## config.mk

```make
export PLATFORM = sky130hd
export DESIGN_NAME = uppf_top
export DESIGN_NICKNAME = d
export VERILOG_FILES = /design/src/rtl/uppf_pkg.sv /design/src/rtl/uppf_standby.sv /design/src/rtl/uppf_inverter.sv /design/src/rtl/uppf_top.sv
export SDC_FILE = /design/constraint.sdc
export NUM_CORES = 1
export LEC_CHECK = 0
export BUFFER_PORTS_ARGS = -buffer_cell sky130_fd_sc_hd__buf_2
export CORE_MARGIN = 1
export CORE_UTILIZATION = 43
export DETAILED_ROUTE_END_ITERATION = 16
export PLACE_DENSITY = 0.81
export REMOVE_ABC_BUFFERS = 1
export SLEW_MARGIN = 5
export SYNTH_ARGS = -nofsm -noshare
export SYNTH_HDL_FRONTEND = slang
export SYNTH_HIERARCHICAL = 1
export SYNTH_SLANG_ARGS = --single-unit
```

## constraint.sdc

```tcl
create_clock -name sys_clk -period 1.5 [get_ports sys_clk]
set_input_delay 0.3 -clock sys_clk [delete_from_list [all_inputs] [get_ports sys_clk]]
set_output_delay 0.3 -clock sys_clk [all_outputs]
set_load 0.05 [all_outputs]
```

## src/rtl/uppf_pkg.sv

```systemverilog
// Package: constants and types for the upper port pin-function block
package uppf_pkg;
   // ==========================================
   // Port widths
   localparam int NIB_W = 4;
   localparam int BYTE_W = 8;
   localparam int OUT2_W = 2;
   // ==========================================
   // Field positions
   localparam int P5_IRQ_BIT = 3;
   localparam int P6_MELODY_BIT = 0;
   localparam int P6_TONE_BIT = 2;
   localparam int P6_EVENT_BIT = 3;
   // ==========================================
   // Reset values
   localparam logic [3:0] P4_RST_HIGH = 4'hF;
   localparam logic [3:0] P5_RST_HIGH = 4'hF;
   localparam logic [3:0] P6_RST = 4'hF;
   localparam logic [1:0] PC_RST = 2'h3;
   // ==========================================
   // Core port operations
   typedef enum logic [2:0] {
      UPPF_OP_NONE,
      UPPF_OP_NIB_WR,
      UPPF_OP_BIT_SET,
      UPPF_OP_BIT_CLR,
      UPPF_OP_BYTE_WR,
      UPPF_OP_ROM_OUT
   } uppf_op_t;
   // Port select
   typedef enum logic [1:0] {
      UPPF_SEL_P4,
      UPPF_SEL_P5,
      UPPF_SEL_P6,
      UPPF_SEL_PC
   } uppf_sel_t;
   // Power state
   typedef enum logic [1:0] {
      UPPF_PWR_RUN,
      UPPF_PWR_HALT,
      UPPF_PWR_HOLD
   } uppf_pwr_t;
endpackage

```

## src/rtl/uppf_standby.sv

```systemverilog
// Standby and reset control: halt, hold and reset-pin gating
`timescale 1ns/1ps
module uppf_standby (
   // Clock and reset
   input wire logic sys_clk,
   input wire logic srst,
   // Pins
   input wire logic reset_in_pin_n,
   input wire logic hold_ctl_n,
   // Core requests
   input wire logic halt_req,
   input wire logic hold_req,
   input wire logic wake_evt,
   // Status
   output uppf_pkg::uppf_pwr_t pwr_state,
   output logic cpu_reset,
   output logic osc_run,
   output logic drv_en
);
   import uppf_pkg::*;
   uppf_pwr_t state_reg;
   // ==========================================
   // Reset pin only acts while hold control is high
   always_ff @(posedge sys_clk) begin
      if (srst) begin
         cpu_reset <= 1'b1;
      end else begin
         cpu_reset <= !reset_in_pin_n && hold_ctl_n;
      end
   end
   // ==========================================
   // Power state machine
   always_ff @(posedge sys_clk) begin
      if (srst || cpu_reset) begin
         state_reg <= UPPF_PWR_RUN;
      end else begin
         unique case (state_reg)
            UPPF_PWR_RUN: begin
               if (hold_req && !hold_ctl_n) begin
                  state_reg <= UPPF_PWR_HOLD;
               end else if (halt_req) begin
                  state_reg <= UPPF_PWR_HALT;
               end
            end
            UPPF_PWR_HALT: begin
               if (wake_evt) begin
                  state_reg <= UPPF_PWR_RUN;
               end
            end
            UPPF_PWR_HOLD: begin
               if (hold_ctl_n) begin
                  state_reg <= UPPF_PWR_RUN;
               end
            end
            default: begin
               state_reg <= UPPF_PWR_RUN;
            end
         endcase
      end
   end
   assign pwr_state = state_reg;
   assign osc_run = (state_reg != UPPF_PWR_HOLD);
   assign drv_en = (state_reg != UPPF_PWR_HOLD);
endmodule // uppf_standby

```

## src/rtl/uppf_inverter.sv

```systemverilog
// Optional inverter pairs on the dedicated input port
`timescale 1ns/1ps
module uppf_inverter #(
   parameter int PAIRS = 2
) (
   // Clock and reset
   input wire logic sys_clk,
   input wire logic srst,
   // Control
   input wire logic inv_option,
   input wire logic drv_en,
   // Pins
   input wire logic [PAIRS-1:0] inv_in,
   output logic [PAIRS-1:0] inv_out,
   output logic [PAIRS-1:0] inv_oe
);
   import uppf_pkg::*;
   genvar i;
   generate
      for (i = 0; i < PAIRS; i++) begin : g_pair
         always_ff @(posedge sys_clk) begin
            if (srst) begin
               inv_out[i] <= 1'b0;
               inv_oe[i] <= 1'b0;
            end else begin
               inv_out[i] <= ~inv_in[i];
               inv_oe[i] <= inv_option && drv_en;
            end
         end
      end
   endgenerate
endmodule // uppf_inverter

```

## src/rtl/uppf_top.sv

```systemverilog
// Upper port pin functions: ports 4/5 byte path, port 6, two-bit port, input port
//
// Contract
// - Port five is read and written as a nibble or one bit at a time.
// - Ports four and five combine for one 8-bit transfer.
// - An 8-bit ROM word can be presented on ports four and five.
// - Port five bit 3 also feeds the third external interrupt request.
// - Port six bit 0 can carry the melody output instead of port data.
// - Port six bit 2 can carry the dual-tone output instead of port data.
// - Port six bit 3 feeds the second timer event input and stays a port bit.
// - The two-bit output port is written as a pair or per bit.
// - Two input-only bits may form inverter pairs, input pin to output pin.
// - Inverter outputs run in halt and switch off in hold.
// - A low reset pin resets the CPU only while hold control is high.
// - Hold is entered only while hold control is low and left when it rises.
`timescale 1ns/1ps
module uppf_top #(
   parameter logic P4_RST_LOW = 1'b0,
   parameter logic P5_RST_LOW = 1'b0,
   parameter logic INV_OPTION = 1'b0
) (
   // Clock and reset
   input wire logic sys_clk,
   input wire logic srst,
   // Core port access
   input wire uppf_pkg::uppf_op_t op,
   input wire uppf_pkg::uppf_sel_t sel,
   input wire logic [1:0] bit_idx,
   input wire logic [7:0] wr_data,
   input wire logic [7:0] rom_data,
   output logic [7:0] rd_data,
   // Alternate functions
   input wire logic melody_en,
   input wire logic melody_out,
   input wire logic tone_en,
   input wire logic dual_tone_out,
   output logic ext_irq_third,
   output logic second_timer_event_in,
   // Standby control
   input wire logic halt_req,
   input wire logic hold_req,
   input wire logic wake_evt,
   input wire logic reset_in_pin_n,
   input wire logic hold_ctl_n,
   output logic cpu_reset,
   output logic osc_run,
   output uppf_pkg::uppf_pwr_t pwr_state,
   // Port four and five pins
   input wire logic [3:0] p4_in,
   output logic [3:0] p4_out,
   output logic [3:0] p4_oe,
   input wire logic [3:0] p5_in,
   output logic [3:0] p5_out,
   output logic [3:0] p5_oe,
   // Port six pins
   input wire logic [3:0] p6_in,
   output logic [3:0] p6_out,
   output logic [3:0] p6_oe,
   // Two-bit output port pins
   output logic out_port_bit0,
   output logic out_port_bit1,
   output logic [1:0] pc_oe,
   // Input-only port pins
   input wire logic inverter_c_in,
   input wire logic input_only_d_bit1,
   input wire logic inverter_d_in,
   input wire logic input_only_d_bit3,
   input wire logic input_only_e_bit0,
   input wire logic input_only_e_bit1,
   output logic inverter_c_out,
   output logic inverter_d_out,
   output logic [1:0] inv_oe
);
   import uppf_pkg::*;
   logic [3:0] p4_reg;
   logic [3:0] p5_reg;
   logic [3:0] p6_reg;
   logic [1:0] pc_reg;
   logic drv_en;
   logic [3:0] p4_rst;
   logic [3:0] p5_rst;
   logic [3:0] bit_mask;
   logic [1:0] inv_pins;
   assign p4_rst = P4_RST_LOW ? ~P4_RST_HIGH : P4_RST_HIGH;
   assign p5_rst = P5_RST_LOW ? ~P5_RST_HIGH : P5_RST_HIGH;
   assign bit_mask = 4'h1 << bit_idx;
   // ==========================================
   // Standby control
   uppf_standby u_standby (
      .sys_clk(sys_clk),
      .srst(srst),
      .reset_in_pin_n(reset_in_pin_n),
      .hold_ctl_n(hold_ctl_n),
      .halt_req(halt_req),
      .hold_req(hold_req),
      .wake_evt(wake_evt),
      .pwr_state(pwr_state),
      .cpu_reset(cpu_reset),
      .osc_run(osc_run),
      .drv_en(drv_en)
   );
   // ==========================================
   // Port four latch
   always_ff @(posedge sys_clk) begin
      if (srst || cpu_reset) begin
         p4_reg <= p4_rst;
      end else if (sel == UPPF_SEL_P4) begin
         unique case (op)
            UPPF_OP_NIB_WR: p4_reg <= wr_data[3:0];
            UPPF_OP_BIT_SET: p4_reg <= p4_reg | bit_mask;
            UPPF_OP_BIT_CLR: p4_reg <= p4_reg & ~bit_mask;
            UPPF_OP_BYTE_WR: p4_reg <= wr_data[3:0];
            UPPF_OP_ROM_OUT: p4_reg <= rom_data[3:0];
            default: p4_reg <= p4_reg;
         endcase
      end
   end
   // ==========================================
   // Port five latch; byte and ROM ops through port four also load it
   always_ff @(posedge sys_clk) begin
      if (srst || cpu_reset) begin
         p5_reg <= p5_rst;
      end else if (sel == UPPF_SEL_P4 && op == UPPF_OP_BYTE_WR) begin
         p5_reg <= wr_data[7:4];
      end else if (sel == UPPF_SEL_P4 && op == UPPF_OP_ROM_OUT) begin
         p5_reg <= rom_data[7:4];
      end else if (sel == UPPF_SEL_P5) begin
         unique case (op)
            UPPF_OP_NIB_WR: p5_reg <= wr_data[3:0];
            UPPF_OP_BIT_SET: p5_reg <= p5_reg | bit_mask;
            UPPF_OP_BIT_CLR: p5_reg <= p5_reg & ~bit_mask;
            default: p5_reg <= p5_reg;
         endcase
      end
   end
   // ==========================================
   // Port six latch
   always_ff @(posedge sys_clk) begin
      if (srst || cpu_reset) begin
         p6_reg <= P6_RST;
      end else if (sel == UPPF_SEL_P6) begin
         unique case (op)
            UPPF_OP_NIB_WR: p6_reg <= wr_data[3:0];
            UPPF_OP_BIT_SET: p6_reg <= p6_reg | bit_mask;
            UPPF_OP_BIT_CLR: p6_reg <= p6_reg & ~bit_mask;
            default: p6_reg <= p6_reg;
         endcase
      end
   end
   // ==========================================
   // Two-bit output latch; bit_idx 0 or 1 picks the bit
   always_ff @(posedge sys_clk) begin
      if (srst || cpu_reset) begin
         pc_reg <= PC_RST;
      end else if (sel == UPPF_SEL_PC) begin
         unique case (op)
            UPPF_OP_NIB_WR: pc_reg <= wr_data[1:0];
            UPPF_OP_BIT_SET: pc_reg <= pc_reg | bit_mask[1:0];
            UPPF_OP_BIT_CLR: pc_reg <= pc_reg & ~bit_mask[1:0];
            default: pc_reg <= pc_reg;
         endcase
      end
   end
   // ==========================================
   // Port four pin drive; open drain, latch low pulls the pin
   always_ff @(posedge sys_clk) begin
      if (srst) begin
         p4_out <= 4'h0;
         p4_oe <= 4'h0;
      end else begin
         p4_out <= p4_reg;
         p4_oe <= drv_en ? ~p4_reg : 4'h0;
      end
   end
   // ==========================================
   // Port five pin drive; same open-drain scheme
   always_ff @(posedge sys_clk) begin
      if (srst) begin
         p5_out <= 4'h0;
         p5_oe <= 4'h0;
      end else begin
         p5_out <= p5_reg;
         p5_oe <= drv_en ? ~p5_reg : 4'h0;
      end
   end
   // ==========================================
   // Port six pin drive per bit; alternate outputs win over the latch
   genvar b;
   generate
      for (b = 0; b < NIB_W; b++) begin : g_p6_pin
         always_ff @(posedge sys_clk) begin
            if (srst) begin
               p6_out[b] <= 1'b0;
               p6_oe[b] <= 1'b0;
            end else begin
               if (b == P6_MELODY_BIT && melody_en) begin
                  p6_out[b] <= melody_out;
               end else if (b == P6_TONE_BIT && tone_en) begin
                  p6_out[b] <= dual_tone_out;
               end else begin
                  p6_out[b] <= p6_reg[b];
               end
               if (b == P6_EVENT_BIT && p6_reg[b]) begin
                  p6_oe[b] <= 1'b0;
               end else begin
                  p6_oe[b] <= drv_en;
               end
            end
         end
      end
   endgenerate
   // ==========================================
   // Two-bit port pin drive; push-pull
   always_ff @(posedge sys_clk) begin
      if (srst) begin
         out_port_bit0 <= 1'b0;
         out_port_bit1 <= 1'b0;
         pc_oe <= 2'h0;
      end else begin
         out_port_bit0 <= pc_reg[0];
         out_port_bit1 <= pc_reg[1];
         pc_oe <= drv_en ? 2'h3 : 2'h0;
      end
   end
   // ==========================================
   // Alternate inputs taken from the pins
   always_ff @(posedge sys_clk) begin
      if (srst) begin
         ext_irq_third <= 1'b0;
         second_timer_event_in <= 1'b0;
      end else begin
         ext_irq_third <= p5_in[P5_IRQ_BIT];
         second_timer_event_in <= p6_in[P6_EVENT_BIT];
      end
   end
   // ==========================================
   // Read path
   always_ff @(posedge sys_clk) begin
      if (srst) begin
         rd_data <= 8'h00;
      end else begin
         unique case (sel)
            UPPF_SEL_P4: rd_data <= {p5_in, p4_in};
            UPPF_SEL_P5: rd_data <= {4'h0, p5_in};
            UPPF_SEL_P6: rd_data <= {4'h0, p6_in};
            UPPF_SEL_PC: rd_data <= {input_only_e_bit1, input_only_e_bit0, 2'h0, input_only_d_bit3,
               inverter_d_in, input_only_d_bit1, inverter_c_in};
            default: rd_data <= 8'h00;
         endcase
      end
   end
   // ==========================================
   // Inverter pairs
   assign inv_pins = {inverter_d_in, inverter_c_in};
   uppf_inverter #(
      .PAIRS(2)
   ) u_inv (
      .sys_clk(sys_clk),
      .srst(srst),
      .inv_option(INV_OPTION),
      .drv_en(drv_en),
      .inv_in(inv_pins),
      .inv_out({inverter_d_out, inverter_c_out}),
      .inv_oe(inv_oe)
   );
endmodule // uppf_top

```

After elaboration in Yosys (flattened, before gate mapping)

Index checks and enable logic that the tools add are counted.

Bits in registers: 55
Input port bits: 52

Reductions and logical operators: 21
Shifts and indexed selects: 1
Muxes and demuxes: 16
Bitwise gates (word level): 15
Eq/ne operators: 14

Operators by type and width:

| cell                  | count |
|---|---|
| $pmux W8 S4           | 1 |
| $pmux W4 S3           | 2 |
| $pmux W4 S4           | 1 |
| $and A4 B4 Y4         | 3 |
| $mux W4               | 3 |
| $not A4 Y4            | 3 |
| $or A4 B4 Y4          | 3 |
| $pmux W2 S3           | 2 |
| $mux W2               | 5 |
| $reduce_and A2 Y1     | 4 |
| $eq A2 B2 Y1 const B  | 3 |
| $eq A3 B2 Y1 const B  | 2 |
| $eq A3 B3 Y1 const B  | 2 |
| $ne A2 B2 Y1 const B  | 3 |
| $reduce_bool A3 Y1    | 2 |
| $reduce_or A2 Y1      | 3 |
| $reduce_bool A5 Y1    | 1 |
| $eq A2 B1 Y1 const B  | 2 |
| $logic_and A1 B1 Y1   | 4 |
| $logic_not A2 Y1      | 2 |
| $reduce_bool A4 Y1    | 1 |
| $shl A1 B2 Y4 const A | 1 |
| $eq A3 B1 Y1 const B  | 1 |
| $ne A3 B2 Y1 const B  | 1 |
| other kinds (8)       | 12 |

Depth between registers and ports, before layout

Depth after elaboration: 7
Depth in mapped cells: 6

Cells and area by module

The synthesis kept the hierarchy.

By module, submodules not included:

| module        | instances | seq. area each (µm²) | area each (µm²) | cells each |
|---|---|---|---|---|
| uppf_top      | 1         | 960.9                | 2094.5          | 222 |
| uppf_standby  | 1         | 60.1                 | 133.9           | 14 |
| uppf_inverter | 1         | 60.1                 | 83.8            | 7 |

Worst setup path after synthesis

OpenSTA, ideal clock, no wires.

Path type: input-to-reg
Start point: input port sel[1]
End point: register p5_reg[0]
Setup time: 0.128 ns
Cell stages on the path: 5
Path slack: 0.062 ns
Arrival time: 1.310 ns
Path through: or2_1 > buf_4 > nor3_4 > mux2i_1 > o211ai_2

Longest elaborated chain between the ends: 4

Ends and longest elaborated chain:

| item                                                          | line                             | source |
|---|---|---|
| from (decl)                                                   | uppf_top.sv:27                   | `input wire uppf_pkg::uppf_sel_t sel,` |
| $logic_not A2 Y1                                              | uppf_top.sv:123, uppf_top.sv:125 |  |
| $logic_and A1 B1 Y1 (on tied branches)                        | uppf_top.sv:123, uppf_top.sv:125 |  |
| $reduce_bool A5 Y1 (no line), or another cell as far along    | --                               |  |
| $reduce_and A2 Y1 (no line) / $mux W4 (equally long branches) | --                               |  |
| to (signal assigned)                                          | uppf_top.sv:122                  | `p5_reg <= p5_rst;` |
| to (signal assigned)                                          | uppf_top.sv:124                  | `p5_reg <= wr_data[7:4];` |
| to (signal assigned)                                          | uppf_top.sv:126                  | `p5_reg <= rom_data[7:4];` |
| to (decl)                                                     | uppf_top.sv:76                   | `logic [3:0] p5_reg;` |

Several ways; a longest one is shown, not always the timed one.
A chain may end at the register's enable or synchronous reset.

Final worst setup path

Start point: register u_standby.state_reg[0] (netlist: u_standby/pwr_state[0])
End point: output port osc_run

Longest elaborated chain between the ends: 1

Ends and longest elaborated chain:

| item                   | line               | source |
|---|---|---|
| from (decl)            | uppf_standby.sv:21 | `uppf_pwr_t state_reg;` |
| from (signal assigned) | uppf_standby.sv:35 | `state_reg <= UPPF_PWR_RUN;` |
| from (signal assigned) | uppf_standby.sv:40 | `state_reg <= UPPF_PWR_HOLD;` |
| from (signal assigned) | uppf_standby.sv:42 | `state_reg <= UPPF_PWR_HALT;` |
| $ne A2 B2 Y1           | uppf_standby.sv:62 | `assign osc_run = (state_reg != UPPF_PWR_HOLD);` |
| to (decl)              | uppf_top.sv:46     | `output logic osc_run,` |

No other way between the ends.

==> metrics.csv <==
metric,value,unit
"Clk Latency, worst-skew pair",0.30,ns
cts repair resizes,0,
cell accounting for the most synthesized area,dfxtp_1,
# Max-Cap Violations,0,
final instance area,0.00301,mm2
synthesized area per cell,9.52,um2
R2R setup slack,0.23,ns
fin nets,402,
post-route DRC violation count,0,
fin worst setup slack,0.103,ns
Synth Flop Type,dfxtp_1,
Fillers,488,
pre-CTS setup slack,-0.0830,ns
GRT met1 Usage,24.1,%
Die Y,75.3,um
Clock Path Buffers,2,
busiest grt layer,met2,
worst slew pin tran,0.535,ns
post-route insts no fill,421,
critical path class,flip-flop to output pin,
mapped cell area,0.00231,mm2
worst r2r src,u_standby/cpu_reset,
initial DRC count,92,
Post-CTS Setup Inserts,0,
Worst Setup SP,u_standby/pwr_state[0],
Final Hold Viols,0,
CORE AREA,0.00514,mm2
maximum number of pins on one net before global-route repair,32,
Final setup viols,0,
worst rel slew slack,64.0,%
hold endpoint,u_inv/inv_out[1],
Worst VDD drop,0.450,mV
wire length per cell,13.4,um
diodes inserted,0,
Tot GR Track Use,20.4,%
CTS buffer count,5,
first-pass GRT wire length,8.69,mm
Max Clock Skew,0.00849,ns
total vias in the final route,2134,
Biggest register,rd_data,
r2r endpoint,p4_reg[0],
type of origin of the critical path,flip-flop,
"Async S/R FF share, synth",0,%
layout cells sized above 1,39.9,%
Initial Util,45.0,%
P_leak,1.40,nW
"flops & latches, synth",54,
"Remaining Overflow, GRT",0,
RSZ-0062 raised after global routing,no,
Die X,75.3,um
Post-synth EDFFs,0,
Hold Path Origin,inverter_d_in,
Avg Vias per Cell,5.07,
HP Class,primary input to flip-flop,
Ports,98,
R2R cell count,4,
Post-Syn Instances,243,
initial antenna violation count,0,
hold-critical path depth,2,
"count leader, synth",dfxtp_1,
WP data required,1.20,ns
PwrDens,1020,mW/mm2
Tmin final,1.40,ns
post-route antenna net violation count,0,
status,completed,
synth top area cells,"dfxtp_1 47%, nor2b_1 5.1%, a21oi_1 4.5%",
Post-DP Area,0.00290,mm2
"critical path fanouts, max",4,
GR Layer Usage met3,4.37,%
Synth warnings,6,
Final Wtd Congestion,0.862,
"Hold-fix buffers, CTS",0,
Layout area overhead,30.4,%
fmax,716,MHz
Synth top cells by count,"54 x dfxtp_1, 24 x nor2_1, 21 x a21oi_1",
post-route clock period utilization,93.1,%
DIE AREA,0.00567,mm2
Setup crit end kind,output pin,
"Seq/Total Area, Yosys",46.8,%
Placed Cells,413,
WL final,5.64,mm
number of flip-flops in the largest register,8,
share of the synthesized area in the top cell type,46.8,%
H-tree levels,2,
M2 GR Usage,35.7,%
root buf cell,clkbuf_8,
clock-pin slew on the worst setup and hold paths,0.09,ns
CP Data Arrival Time,1.10,ns
PortBufs,97,
Final Slew Violations,0,
DR pass1 iterations,4,
CTS tree,built,
clock sink total,54,
post-synthesis cell type count,46,
vias in the first global route,1963,
HPWL after DPL,4.33,mm
FP Rows,26,
cells by family after synthesis:
group           Yosys count  share of synthesized area (%)
flops                    54                           46.8
compound gates           65                           18.2
other cells               1                          0.162
buf+inv                  27                           7.79
simple gates             84                           19.6
mux                      12                           7.52
layout by cell type (no fill, tap or decap), types with 2 or more instances in the layout:
cell,netlist,final
a211oi_1,6,6
a21o_1,2,2
a21oi_1,21,21
a22o_1,2,2
a22o_2,2,2
a311oi_1,3,3
buf_2,3,97
buf_4,8,23
clkbuf_8,3,5
dfxtp_1,54,54
inv_1,7,7
mux2i_1,8,8
mux4_2,3,3
nand2_1,14,14
nand2b_1,8,8
nand3_1,4,4
nor2_1,24,24
nor2b_1,19,19
nor3_1,2,2
nor3b_1,2,2
o211ai_1,3,3
o21ai_0,16,16
or2_2,2,2
per-stage QoR:
step                setup TNS [ns]  hold WS (ns)  power [W]  utilization, %
floorplan                    -5.24         0.367    0.00192               -
global placement           -0.0401         0.422    0.00217            56.5
detailed placement          -0.225         0.437    0.00218            56.5
CTS                              0         0.150    0.00311            58.6
global route                     0         0.155    0.00323            58.6
finish                           0         0.158    0.00309            58.6
how the worst max path moves through the flow:
stage | to | slack [ns] | depth (start not counted)
finish | osc_run | 0.10 | 3
global route | osc_run | 0.02 | 3
CTS | osc_run | 0.09 | 3
detailed placement | p4_reg[3] | -0.08 | 6
global placement | p5_reg[0] | -0.02 | 6
floorplan | p6_oe[0] | -0.68 | 0
metal layers:
metal	vias up	wire, um
li1	1051	-
met5	-	0
met1	991	2390
met4	0	96
met3	9	422
met2	83	2730
power by group:
part	switching, W	internal, W
registers	0.0000187	0.00149
clock network	0.000445	0.000498
logic	0.000419	0.000219
final cells by class:
cell class	instances	area (um2)	share of cell area (%)
Tap cell	70	87.6	2.91
Inverter	7	26.3	0.872
Timing Repair Buffer	120	658	21.8
Clock buffer	6	72.6	2.41
Sequential cell	54	1080	35.9
Multi-Input combinational cell	162	1050	34.9
Clock inverter	2	37.5	1.25
critical path, cell delays in order (launching register included):
cell,delay [ns]
dfxtp_1,0.38
inv_1,0.07
nand2_1,0.09
buf_2,0.27
Note: power is estimated with default switching activity, not from simulation.
